File: src/eip_pkg.sv
// constants, types and timing for the external interrupt pin logic
// assumes a single 10 MHz core clock with synchronous active-low reset
package eip_pkg;

    // ------------------------------------------------------------
    // request sources and interrupt types
    // ------------------------------------------------------------
    localparam int unsigned   NUM_REQ      = 5;
    localparam logic [2:0]    SRC_REQ_ZERO = 3'h0;
    localparam logic [2:0]    SRC_REQ_ONE  = 3'h1;
    localparam logic [2:0]    SRC_REQ_TWO  = 3'h2;
    localparam logic [2:0]    SRC_REQ_THR  = 3'h3;
    localparam logic [2:0]    SRC_REQ_FOUR = 3'h4;
    localparam logic [2:0]    SRC_NMI      = 3'h5;

    localparam logic [7:0]    TYPE_NMI      = 8'h02;
    localparam logic [7:0]    TYPE_REQ_ZERO = 8'h0C;
    localparam logic [7:0]    TYPE_REQ_ONE  = 8'h0D;
    localparam logic [7:0]    TYPE_REQ_TWO  = 8'h0E;
    localparam logic [7:0]    TYPE_REQ_THR  = 8'h0F;
    localparam logic [7:0]    TYPE_REQ_FOUR = 8'h11;

    // ------------------------------------------------------------
    // timing of the acknowledge pulse
    // ------------------------------------------------------------
    localparam int unsigned   CLK_PERIOD_NS   = 100;
    localparam int unsigned   ACK_LOW_NS      = 200;
    // least time, rounded up to whole cycles
    localparam int unsigned   ACK_LOW_CYCLES  = (ACK_LOW_NS + CLK_PERIOD_NS - 1) / CLK_PERIOD_NS;
    // time the controller is given to drop its request after the pulse
    localparam int unsigned   ACK_QUIET_CYCLES = 4;
    // pin to qualified level: three sync stages plus the agreement flop
    localparam int unsigned   SYNC_LAT_CYCLES  = 4;
    localparam int unsigned   CNT_W           = 4;

    typedef enum logic [1:0] {
        ST_IDLE  = 2'b00,
        ST_OFFER = 2'b01,
        ST_ACK   = 2'b10
    } eip_state_e;

endpackage

File: src/eip_ext_irq.sv
// external interrupt request pins: five maskable requests, latched nmi,
// and cascade acknowledge handshake on the shared request pins
// assumes the core offers i_irq_taken as a one-cycle pulse while o_irq_valid is high
module eip_ext_irq
    import eip_pkg::*;
#(
    parameter int unsigned ACK_LOW  = ACK_LOW_CYCLES,
    parameter int unsigned ACK_QUIET = ACK_QUIET_CYCLES
) (
    input  wire logic         i_clock,
    input  wire logic         i_reset_n,
    input  wire logic         i_ext_req_zero,
    input  wire logic         i_ext_req_one,
    input  wire logic         i_ext_req_two,
    input  wire logic         i_ext_req_three,
    input  wire logic         i_ext_req_four,
    input  wire logic         i_nonmaskable_req,
    input  wire logic         i_cascade_en,
    input  wire logic         i_int_enable,
    input  wire logic [4:0]   i_source_mask,
    input  wire logic         i_irq_taken,
    output logic              o_irq_valid,
    output logic [7:0]        o_irq_type,
    output logic              o_irq_cascade,
    output logic              o_ack_zero_n,
    output logic              o_ack_zero_oe,
    output logic              o_ack_one_n,
    output logic              o_ack_one_oe
);

    if (ACK_LOW < 1 || ACK_LOW + ACK_QUIET + SYNC_LAT_CYCLES > (1 << CNT_W)) begin : g_ack_check
        $error("eip_ext_irq: acknowledge timing does not fit the counter");
    end

    // ------------------------------------------------------------
    // pin synchronisation
    // ------------------------------------------------------------
    logic [5:0]        pin_lvl;
    logic [4:0]        req_s;
    logic              nmi_s;

    eip_pin_sync #(
        .WIDTH (6)
    ) u_sync (
        .i_clock   (i_clock),
        .i_reset_n (i_reset_n),
        .i_pins    ({i_nonmaskable_req, i_ext_req_four, i_ext_req_three,
                     i_ext_req_two, i_ext_req_one, i_ext_req_zero}),
        .o_level   (pin_lvl)
    );

    assign req_s = pin_lvl[4:0];
    assign nmi_s = pin_lvl[5];

    // ------------------------------------------------------------
    // state
    // ------------------------------------------------------------
    eip_state_e        st_ff;
    logic [2:0]        src_ff;
    logic [CNT_W-1:0]  cnt_ff;
    logic              cascade_ff;
    logic              nmi_prev_ff;
    logic              nmi_pend_ff;
    logic              valid_ff;
    logic [7:0]        type_ff;
    logic              casc_src_ff;
    logic              ack_zero_n_ff;
    logic              ack_one_n_ff;

    logic [4:0]        eligible;
    logic              any_req;
    logic [2:0]        pick;
    logic              taken;
    logic              nmi_rise;
    logic              casc_ack;

    function automatic logic [7:0] type_of(input logic [2:0] src);
        case (src)
            SRC_REQ_ZERO: type_of = TYPE_REQ_ZERO;
            SRC_REQ_ONE:  type_of = TYPE_REQ_ONE;
            SRC_REQ_TWO:  type_of = TYPE_REQ_TWO;
            SRC_REQ_THR:  type_of = TYPE_REQ_THR;
            SRC_REQ_FOUR: type_of = TYPE_REQ_FOUR;
            default:      type_of = TYPE_NMI;
        endcase
    endfunction

    // ------------------------------------------------------------
    // request qualification and priority (zero highest)
    // ------------------------------------------------------------
    always_comb begin
        eligible = req_s & ~i_source_mask & {NUM_REQ{i_int_enable}};
        // in cascade mode the pins of requests two and three carry the acknowledges
        if (cascade_ff) begin
            eligible[SRC_REQ_TWO] = 1'b0;
            eligible[SRC_REQ_THR] = 1'b0;
        end
        any_req = |eligible;
        pick    = SRC_REQ_FOUR;
        for (int i = NUM_REQ - 1; i >= 0; i--) begin
            if (eligible[i]) begin
                pick = 3'(i);
            end
        end
    end

    assign taken    = (st_ff == ST_OFFER) && i_irq_taken;
    assign nmi_rise = nmi_s && !nmi_prev_ff;
    assign casc_ack = cascade_ff && (src_ff == SRC_REQ_ZERO || src_ff == SRC_REQ_ONE);

    always_ff @(posedge i_clock) begin
        if (!i_reset_n) begin
            cascade_ff  <= 1'b0;
            nmi_prev_ff <= 1'b0;
        end else begin
            cascade_ff  <= i_cascade_en;
            nmi_prev_ff <= nmi_s;
        end
    end

    // ------------------------------------------------------------
    // nmi latch: a new edge wins over the clear by service
    // ------------------------------------------------------------
    always_ff @(posedge i_clock) begin
        if (!i_reset_n) begin
            nmi_pend_ff <= 1'b0;
        end else if (nmi_rise) begin
            nmi_pend_ff <= 1'b1;
        end else if (taken && src_ff == SRC_NMI) begin
            nmi_pend_ff <= 1'b0;
        end
    end

    // ------------------------------------------------------------
    // offer / acknowledge sequencer
    // ------------------------------------------------------------
    always_ff @(posedge i_clock) begin
        if (!i_reset_n) begin
            st_ff       <= ST_IDLE;
            src_ff      <= SRC_NMI;
            cnt_ff      <= '0;
            valid_ff    <= 1'b0;
            type_ff     <= TYPE_NMI;
            casc_src_ff <= 1'b0;
        end else begin
            case (st_ff)
                ST_IDLE: begin
                    if (nmi_pend_ff) begin
                        // not gated by the enable or the source mask
                        st_ff    <= ST_OFFER;
                        src_ff   <= SRC_NMI;
                        type_ff  <= TYPE_NMI;
                        valid_ff <= 1'b1;
                    end else if (any_req) begin
                        st_ff       <= ST_OFFER;
                        src_ff      <= pick;
                        type_ff     <= type_of(pick);
                        valid_ff    <= 1'b1;
                        casc_src_ff <= cascade_ff && (pick == SRC_REQ_ZERO ||
                                                      pick == SRC_REQ_ONE);
                    end
                end
                ST_OFFER: begin
                    if (taken) begin
                        valid_ff    <= 1'b0;
                        casc_src_ff <= 1'b0;
                        cnt_ff      <= '0;
                        st_ff       <= casc_ack ? ST_ACK : ST_IDLE;
                    end else if (nmi_pend_ff && src_ff != SRC_NMI) begin
                        // nmi preempts a maskable request still on offer
                        src_ff      <= SRC_NMI;
                        type_ff     <= TYPE_NMI;
                        casc_src_ff <= 1'b0;
                    end else if (src_ff != SRC_NMI && !eligible[src_ff]) begin
                        // withdrawn or masked before the core took it
                        valid_ff    <= 1'b0;
                        casc_src_ff <= 1'b0;
                        st_ff       <= ST_IDLE;
                    end
                end
                ST_ACK: begin
                    // the quiet tail relies on the controller dropping its request
                    cnt_ff <= cnt_ff + 1'b1;
                    // also wait out the synchroniser, else the stale level is offered again
                    if (cnt_ff == CNT_W'(ACK_LOW + ACK_QUIET + SYNC_LAT_CYCLES - 1)) begin
                        st_ff <= ST_IDLE;
                    end
                end
                default: begin
                    st_ff    <= ST_IDLE;
                    valid_ff <= 1'b0;
                end
            endcase
        end
    end

    // ------------------------------------------------------------
    // acknowledge pins
    // ------------------------------------------------------------
    always_ff @(posedge i_clock) begin
        if (!i_reset_n) begin
            ack_zero_n_ff <= 1'b1;
            ack_one_n_ff  <= 1'b1;
        end else if (taken && casc_ack) begin
            ack_zero_n_ff <= !(src_ff == SRC_REQ_ZERO);
            ack_one_n_ff  <= !(src_ff == SRC_REQ_ONE);
        end else if (st_ff == ST_ACK && cnt_ff == CNT_W'(ACK_LOW - 1)) begin
            ack_zero_n_ff <= 1'b1;
            ack_one_n_ff  <= 1'b1;
        end
    end

    assign o_irq_valid   = valid_ff;
    assign o_irq_type    = type_ff;
    assign o_irq_cascade = casc_src_ff;
    assign o_ack_zero_n  = ack_zero_n_ff;
    assign o_ack_one_n   = ack_one_n_ff;
    // drivers follow the registered cascade mode
    assign o_ack_zero_oe = cascade_ff;
    assign o_ack_one_oe  = cascade_ff;
endmodule

File: src/eip_pin_sync.sv
// three-stage pin synchroniser with agreement filter
// assumes asynchronous pin inputs and one core clock
module eip_pin_sync #(
    parameter int unsigned WIDTH = 6
) (
    input  wire logic             i_clock,
    input  wire logic             i_reset_n,
    input  wire logic [WIDTH-1:0] i_pins,
    output logic      [WIDTH-1:0] o_level
);

    if (WIDTH < 1) begin : g_width_check
        $error("eip_pin_sync: WIDTH must be at least 1");
    end

    // ------------------------------------------------------------
    // per-bit chain; stage one feeds stage two only
    // ------------------------------------------------------------
    for (genvar g = 0; g < WIDTH; g++) begin : g_bit
        logic s1_ff;
        logic s2_ff;
        logic s3_ff;
        logic lvl_ff;

        always_ff @(posedge i_clock) begin
            if (!i_reset_n) begin
                s1_ff  <= 1'b0;
                s2_ff  <= 1'b0;
                s3_ff  <= 1'b0;
                lvl_ff <= 1'b0;
            end else begin
                s1_ff <= i_pins[g];
                s2_ff <= s1_ff;
                s3_ff <= s2_ff;
                // a change counts only once stages two and three agree
                if (s2_ff == s3_ff) begin
                    lvl_ff <= s3_ff;
                end
            end
        end

        assign o_level[g] = lvl_ff;
    end

endmodule

File: config.mk
export PLATFORM = sky130hd
export DESIGN_NAME = eip_ext_irq
export DESIGN_NICKNAME = d
export VERILOG_FILES = /design/src/eip_pkg.sv /design/src/eip_ext_irq.sv /design/src/eip_pin_sync.sv
export SDC_FILE = /design/constraint.sdc
export NUM_CORES = 1
export LEC_CHECK = 0
export ABC_AREA = 1
export BUFFER_PORTS_ARGS = -buffer_cell sky130_fd_sc_hd__buf_2
export CAP_MARGIN = 10
export CORE_ASPECT_RATIO = 0.75
export CORE_MARGIN = 3
export CORE_UTILIZATION = 49
export DETAILED_ROUTE_END_ITERATION = 12
export GPL_TIMING_DRIVEN = 1
export PLACE_DENSITY = 0.74
export SLEW_MARGIN = 10
export SYNTH_ARGS = -nofsm -noshare
export SYNTH_HDL_FRONTEND = slang
export SYNTH_SLANG_ARGS = --single-unit
File: constraint.sdc
create_clock -name i_clock -period 1.37 [get_ports i_clock]
set_clock_uncertainty 0.2 [all_clocks]
set_input_delay 0.0685 -clock i_clock [delete_from_list [all_inputs] [get_ports i_clock]]
set_output_delay 0.0685 -clock i_clock [all_outputs]
set_load 0.005 [all_outputs]
# Yosys cells after proc, flatten, opt, wreduce, memory -nomap -nowiden
# Index checks and enable logic that the tools add are counted.
[totals]
input_bits = 16
elab_cells = 140
out_inout_bits = 14
register_bits = 48
[op_classes]
add_sub_neg = 1
magnitude_cmp = 1
n_mux = 44
n_bitwise = 4
n_reduce_logical = 28
n_eq_ne = 27
[op_table]
columns = ["operator", "count"]
rows = [
  ["2-to-1 mux 8 bit", 4],
  ["one-hot mux 5 bit (5 select lines)", 1],
  ["2-to-1 mux 3 bit", 8],
  ["2-to-1 mux 2 bit", 8],
  ["one-hot mux 8 bit (2 select lines)", 1],
  ["AND reduction 4 bit", 4],
  ["2-to-1 mux 1 bit", 15],
  ["AND 5 bit", 2],
  ["inequality test 2 bit, second input constant", 5],
  ["logical AND 1 bit", 9],
  ["inequality test 3 bit, second input constant", 3],
  ["one-hot mux 4 bit (2 select lines)", 1],
  ["nonzero test 2 bit", 4],
  ["== test 1 bit", 6],
  ["== test 3 x 1 -> 1 bit, second input constant", 2],
  ["== test 3 x 2 -> 1 bit, second input constant", 2],
  ["== test 3 bit, second input constant", 2],
  ["zero test 3 bit", 2],
  ["one-hot mux 2 bit (3 select lines)", 1],
  ["one-hot mux 3 bit (2 select lines)", 1],
  ["NOT 5 bit", 1],
  ["OR reduction 5 bit", 1],
  ["adder 4 x 1 -> 4 bit, second input constant", 1],
  ["== test 4 x 1 -> 1 bit, second input constant", 1],
  ["16 further kinds", 20],
]

# Depth between registers and ports, before layout
[depth]
ltp_word = 14
mapped_depth = 13
ltp_nobuf = 13

# Cells and area by module
# From an unflattened synthesis, not the netlist that was laid out.
[hier_totals]
cells_unflattened = 251
hier_area_um2 = 1959.4
[modules_own_cells]
columns = ["module", "cells_each", "instances", "area_each_um2", "seq_area_each_um2"]
rows = [
  ["eip_ext_irq", 165, 1, 1184.9, 400.4],
  ["eip_pin_sync", 86, 1, 774.5, 480.5],
]

# Worst setup path before layout
# Ideal clock, no wire load.
[synth_path]
path_type = "flip-flop to flip-flop"
from = "reg cascade_ff (netlist: o_ack_one_oe)"
to = "reg src_ff[0]"
required_ns = 1.032
path_slack_ns = -0.148
stages_incl_launch_ff = 10
n_path_buf = 0
arrival_ns = 1.180
setup_time_ns = 0.138
period_less_slack_ns = 1.518
path_cell_list = "dfxtp_1 > nor2_1 > nand2_1 > nand2_1 > nor2_4 > nand4_2 > nand2_4 > inv_4 > o21ai_0 > o211ai_1"
[synth_via]
elab_chain_cells = 8
word_cells_on_any_way = 11
cone_classes = "eq/ne (1); mux (8); reduce/logical (2)"
[synth_lines]
columns = ["item", "line", "source"]
rows = [
  ["from (decl)", "eip_ext_irq.sv:61", "logic cascade_ff;"],
  ["from (signal assigned)", "eip_ext_irq.sv:116", "cascade_ff <= i_cascade_en;"],
  ["2-to-1 mux 2 bit (*)", "eip_ext_irq.sv:94", "if (cascade_ff) begin"],
  ["2-to-1 mux 3 bit (4 in series)", "eip_ext_irq.sv:101", "if (eligible[i]) begin"],
  ["2-to-1 mux 3 bit", "eip_ext_irq.sv:154", "end else if (any_req) begin"],
  ["2-to-1 mux 3 bit", "eip_ext_irq.sv:148", "if (nmi_pend_ff) begin"],
  ["one-hot mux 3 bit (2 select lines)", "eip_ext_irq.sv:146", "case (st_ff)"],
  ["to (signal assigned)", "eip_ext_irq.sv:156", "src_ff <= pick;"],
  ["to (decl)", "eip_ext_irq.sv:59", "logic [2:0] src_ff;"],
]
# Mark *: on every way between the ends. The rest lies on a longest branch, timed or not. The select of a mux whose other input is x is not followed.
# A chain may end at the register's enable or synchronous reset.

# Worst setup path after layout
[layout_path]
from = "reg u_sync.g_bit[2].lvl_ff"
to = "reg src_ff[0]"
[layout_via]
elab_chain_cells = 9
word_cells_on_any_way = 12
cone_classes = "eq/ne (1); mux (7); bitwise (2); reduce/logical (2)"
[layout_lines]
columns = ["item", "line", "source"]
rows = [
  ["from (decl)", "eip_pin_sync.sv:23", "logic lvl_ff;"],
  ["from (signal assigned)", "eip_pin_sync.sv:30", "lvl_ff <= 1'b0;"],
  ["from (signal assigned)", "eip_pin_sync.sv:37", "lvl_ff <= s3_ff;"],
  ["AND 5 bit (*) (2 in series)", "eip_ext_irq.sv:92", "eligible = req_s & ~i_source_mask & {NUM_REQ{i_int_enable}};"],
  ["2-to-1 mux 2 bit (*)", "eip_ext_irq.sv:94", ""],
  ["2-to-1 mux 3 bit (3 in series)", "eip_ext_irq.sv:101", ""],
  ["2-to-1 mux 3 bit", "eip_ext_irq.sv:154", ""],
  ["2-to-1 mux 3 bit", "eip_ext_irq.sv:148", ""],
  ["one-hot mux 3 bit (2 select lines)", "eip_ext_irq.sv:146", ""],
]
# Marks and branches as above.

==> metrics <==
RSZ-0062 raised after global routing yes; hpwl dp 2.69 mm; Yosys cell types 28; vias about 1700; Max Slew Vio Count 0; Crit. End Element flop; failing checks hold timing, setup timing; routed len/inst 11.4 microns; Nets ~340; antenna violations before repair 0; Post-Synth Simple-Gate Area around 25%; flops & latches, synth 44; core area 0.00342 sq mm; slowest CP cell dfxtp_2; Tightest Hold Check Type in2reg; area grow syn2layout 43.2%; Pwr Density 1170 mW/mm^2; First-pass DRT Iterations 5; Starting Density 53.4%; Clock Path Buffers 2; largest family of logic cells by synthesized area simple AND/OR/NAND/NOR gates; die span in y roughly 60 microns; syn_area_per_cell 7.40 sq um; CTS Buf Count 5; placed cell count 348; share of layout cells above drive strength 1 38.2%; final worst slack -193 ps; GR met3 Demand/Resource about 6.6%; Leak Pwr 1.33 nW; Worst-Skew Late Latency 300 ps; WHS -104 ps; Post-synth EDFFs 0; # hold bufs at CTS 8; DR iter-0 viols between 80 and 90; Crit path required time 1340 ps; Root Buffer clkbuf_8; worst slack at placement -181 ps; final instance area ~0.0026 sq mm; H-tree levels 2; Synth Area in Compound Gates 11.8%; GRT overflow 0; Synth Area in XOR/XNOR 0%; GR Util All Layers 19.6%; busiest metal layer after global routing met2; crit start category flop; Peak VDD IR 1.04 mV; Diodes inserted 0; TritonCTS clock tree done; Max Cap Viol 0; vias per cell between 4 and 5; Routed WL 4.22 mm; CTS clock-pin slew for the worst setup and hold paths 90 ps; final hold violation count 13; Pwr Total 0.00307 W; CP peak stage delay 320 ps; DRC violations left 0; Yosys warnings 0; clock sink total between 40 and 50; first-pass GRT wire length 6.84 mm; M2 GR Usage 33.0%; cell mode on critical path nand2_2; critical path's top delay family simple AND/OR/NAND/NOR gates; final setup fails 14; period utilization 114%; register area share after synthesis 48.2%; WP buf/inv 2; Main synth FF type dfxtp_1; # port buffers 26; Achievable Freq 640 MHz; Top Ports 30; Post-synth ARST share 0%; largest net degree at the start of global routing 25; Post-Syn Instances 247; mux share of post-synthesis cell area 0%; Area after DPL 0.00225 sq mm; min Tclk post-route 1560 ps; Final Non-Filler Cells 369; critical path, cell by cell nand2_1 -> inv_2 -> nand2_2 -> nand2_2 -> nor2_4 -> nand4_4 -> nand2_4 -> inv_6 -> o21ai_2 -> o211ai_1; status complete, but fails checks; arrival time of the worst setup path 1530 ps; Sum Neg Setup Slack -1760 ps; adder-cell area share of the yosys netlist 1.37%; grt met1 use a little under a quarter; routability cong. 0.892; crit path kind reg2reg; DIE AREA between 0.004 and 0.005 sq mm; Mapped Area between 0.0015 and 0.002 sq mm; Die Width 76.5 microns; vias in the first global route 1599; Max Fanout on Critical Path 9; Final ANT Viol Nets 0; row cnt 18
==> layer usage <==
metal | up-vias | wire, microns
li1 | 908 | -
met1 | 770 | 1900
met2 | 46 | 1940
met3 | 8 | 288
met4 | 0 | 85
met5 | - | 0
==> state kept, by name (all words and copies together), names as in the netlist <==
register / cells
u_sync.g_bit.lvl_ff: 6
u_sync.g_bit.s1_ff: 6
u_sync.g_bit.s2_ff: 6
u_sync.g_bit.s3_ff: 6
cnt_ff: 4
o_irq_type: 4
src_ff: 3
st_ff: 2
nmi_pend_ff: 1
nmi_prev_ff: 1
o_ack_one_n: 1
o_ack_one_oe: 1
o_ack_zero_n: 1
o_irq_cascade: 1
o_irq_valid: 1
==> metrics by stage <==
step / hold slack, ps / util [%]
6_report: -104 / 76.4
5_1_grt: -85.3 / 76.4
4_1_cts: -105 / 74.1
3_5_place_dp: 55.6 / 65.8
3_3_place_gp: 49.9 / 65.8
2_1_floorplan: -34.5 / -
==> layout by cell type, fill, tap and decap left out, types with 8 or more instances in the layout <==
master          n
buf_4          34
nand3_1         9
buf_2          26
o21ai_0        11
nand2_2         9
nor2_1         19
nand2_1        44
dlygate4sd3_1   8
inv_1          39
a21oi_1        13
dfxtp_1        37
==> Yosys cell counts (3+ instances only) <==
| master | count | area share (%) |
|---|---|---|
| a21oi_1 | 16 | 4.4 |
| dfxtp_1 | 44 | 48 |
| nand4_1 | 3 | 1.0 |
| o22ai_1 | 3 | 1.0 |
| nor2_1 | 25 | 5.1 |
| inv_1 | 45 | 9.2 |
| nand3_1 | 14 | 3.8 |
| o21ai_0 | 14 | 3.8 |
| nand2_1 | 53 | 11 |
| buf_4 | 5 | 2.1 |
==> area by class of cell <==
type	instances	area [sq um]
clock buffer	5	68.8
clock inverter	3	46.3
fill	258	808
inverter	48	193
multi-input combinational	148	840
sequential	44	897
tap	50	62.6
timing repair buffer	71	508
==> worst paths after layout <==
| check | start | endpoint | slack, ps | cells after the start |
|---|---|---|---|---|
| worst max-delay path | u_sync.g_bit[2].lvl_ff$_SDFFE_PN0N_ | src_ff[0]$_SDFFE_PN1P_ | -190 | 10 |
| worst min-delay path | i_reset_n | o_ack_zero_n$_SDFFE_PN1P_ | -100 | 2 |
| worst min register to register | u_sync.g_bit[0].s1_ff$_SDFF_PN0_ | u_sync.g_bit[0].s2_ff$_SDFF_PN0_ | 220 | 2 |
| worst max register to register | u_sync.g_bit[2].lvl_ff$_SDFFE_PN0N_ | src_ff[0]$_SDFFE_PN1P_ | -190 | 10 |
==> what timing repair did <==
action                                 CTS  global route
pin swaps                               10             7
setup endpoints to repair               14            18
gates resized for setup                 20            25
setup buffers                            4             1
endpoints found under the hold margin   21            10
==> power breakdown <==
group          internal (W)  total (W)  switching, W
logic              0.000299   0.000631      0.000332
registers           0.00136    0.00142     0.0000558
clock network      0.000549    0.00102      0.000469
total               0.00221    0.00307      0.000858
==> cells by family after synthesis <==
family,count (synthesis)
compound gates,39
flops,44
simple gates,104
fa+ha+maj,2
other cells,1
buf+inv,57
(Power assumes the default switching activity.)
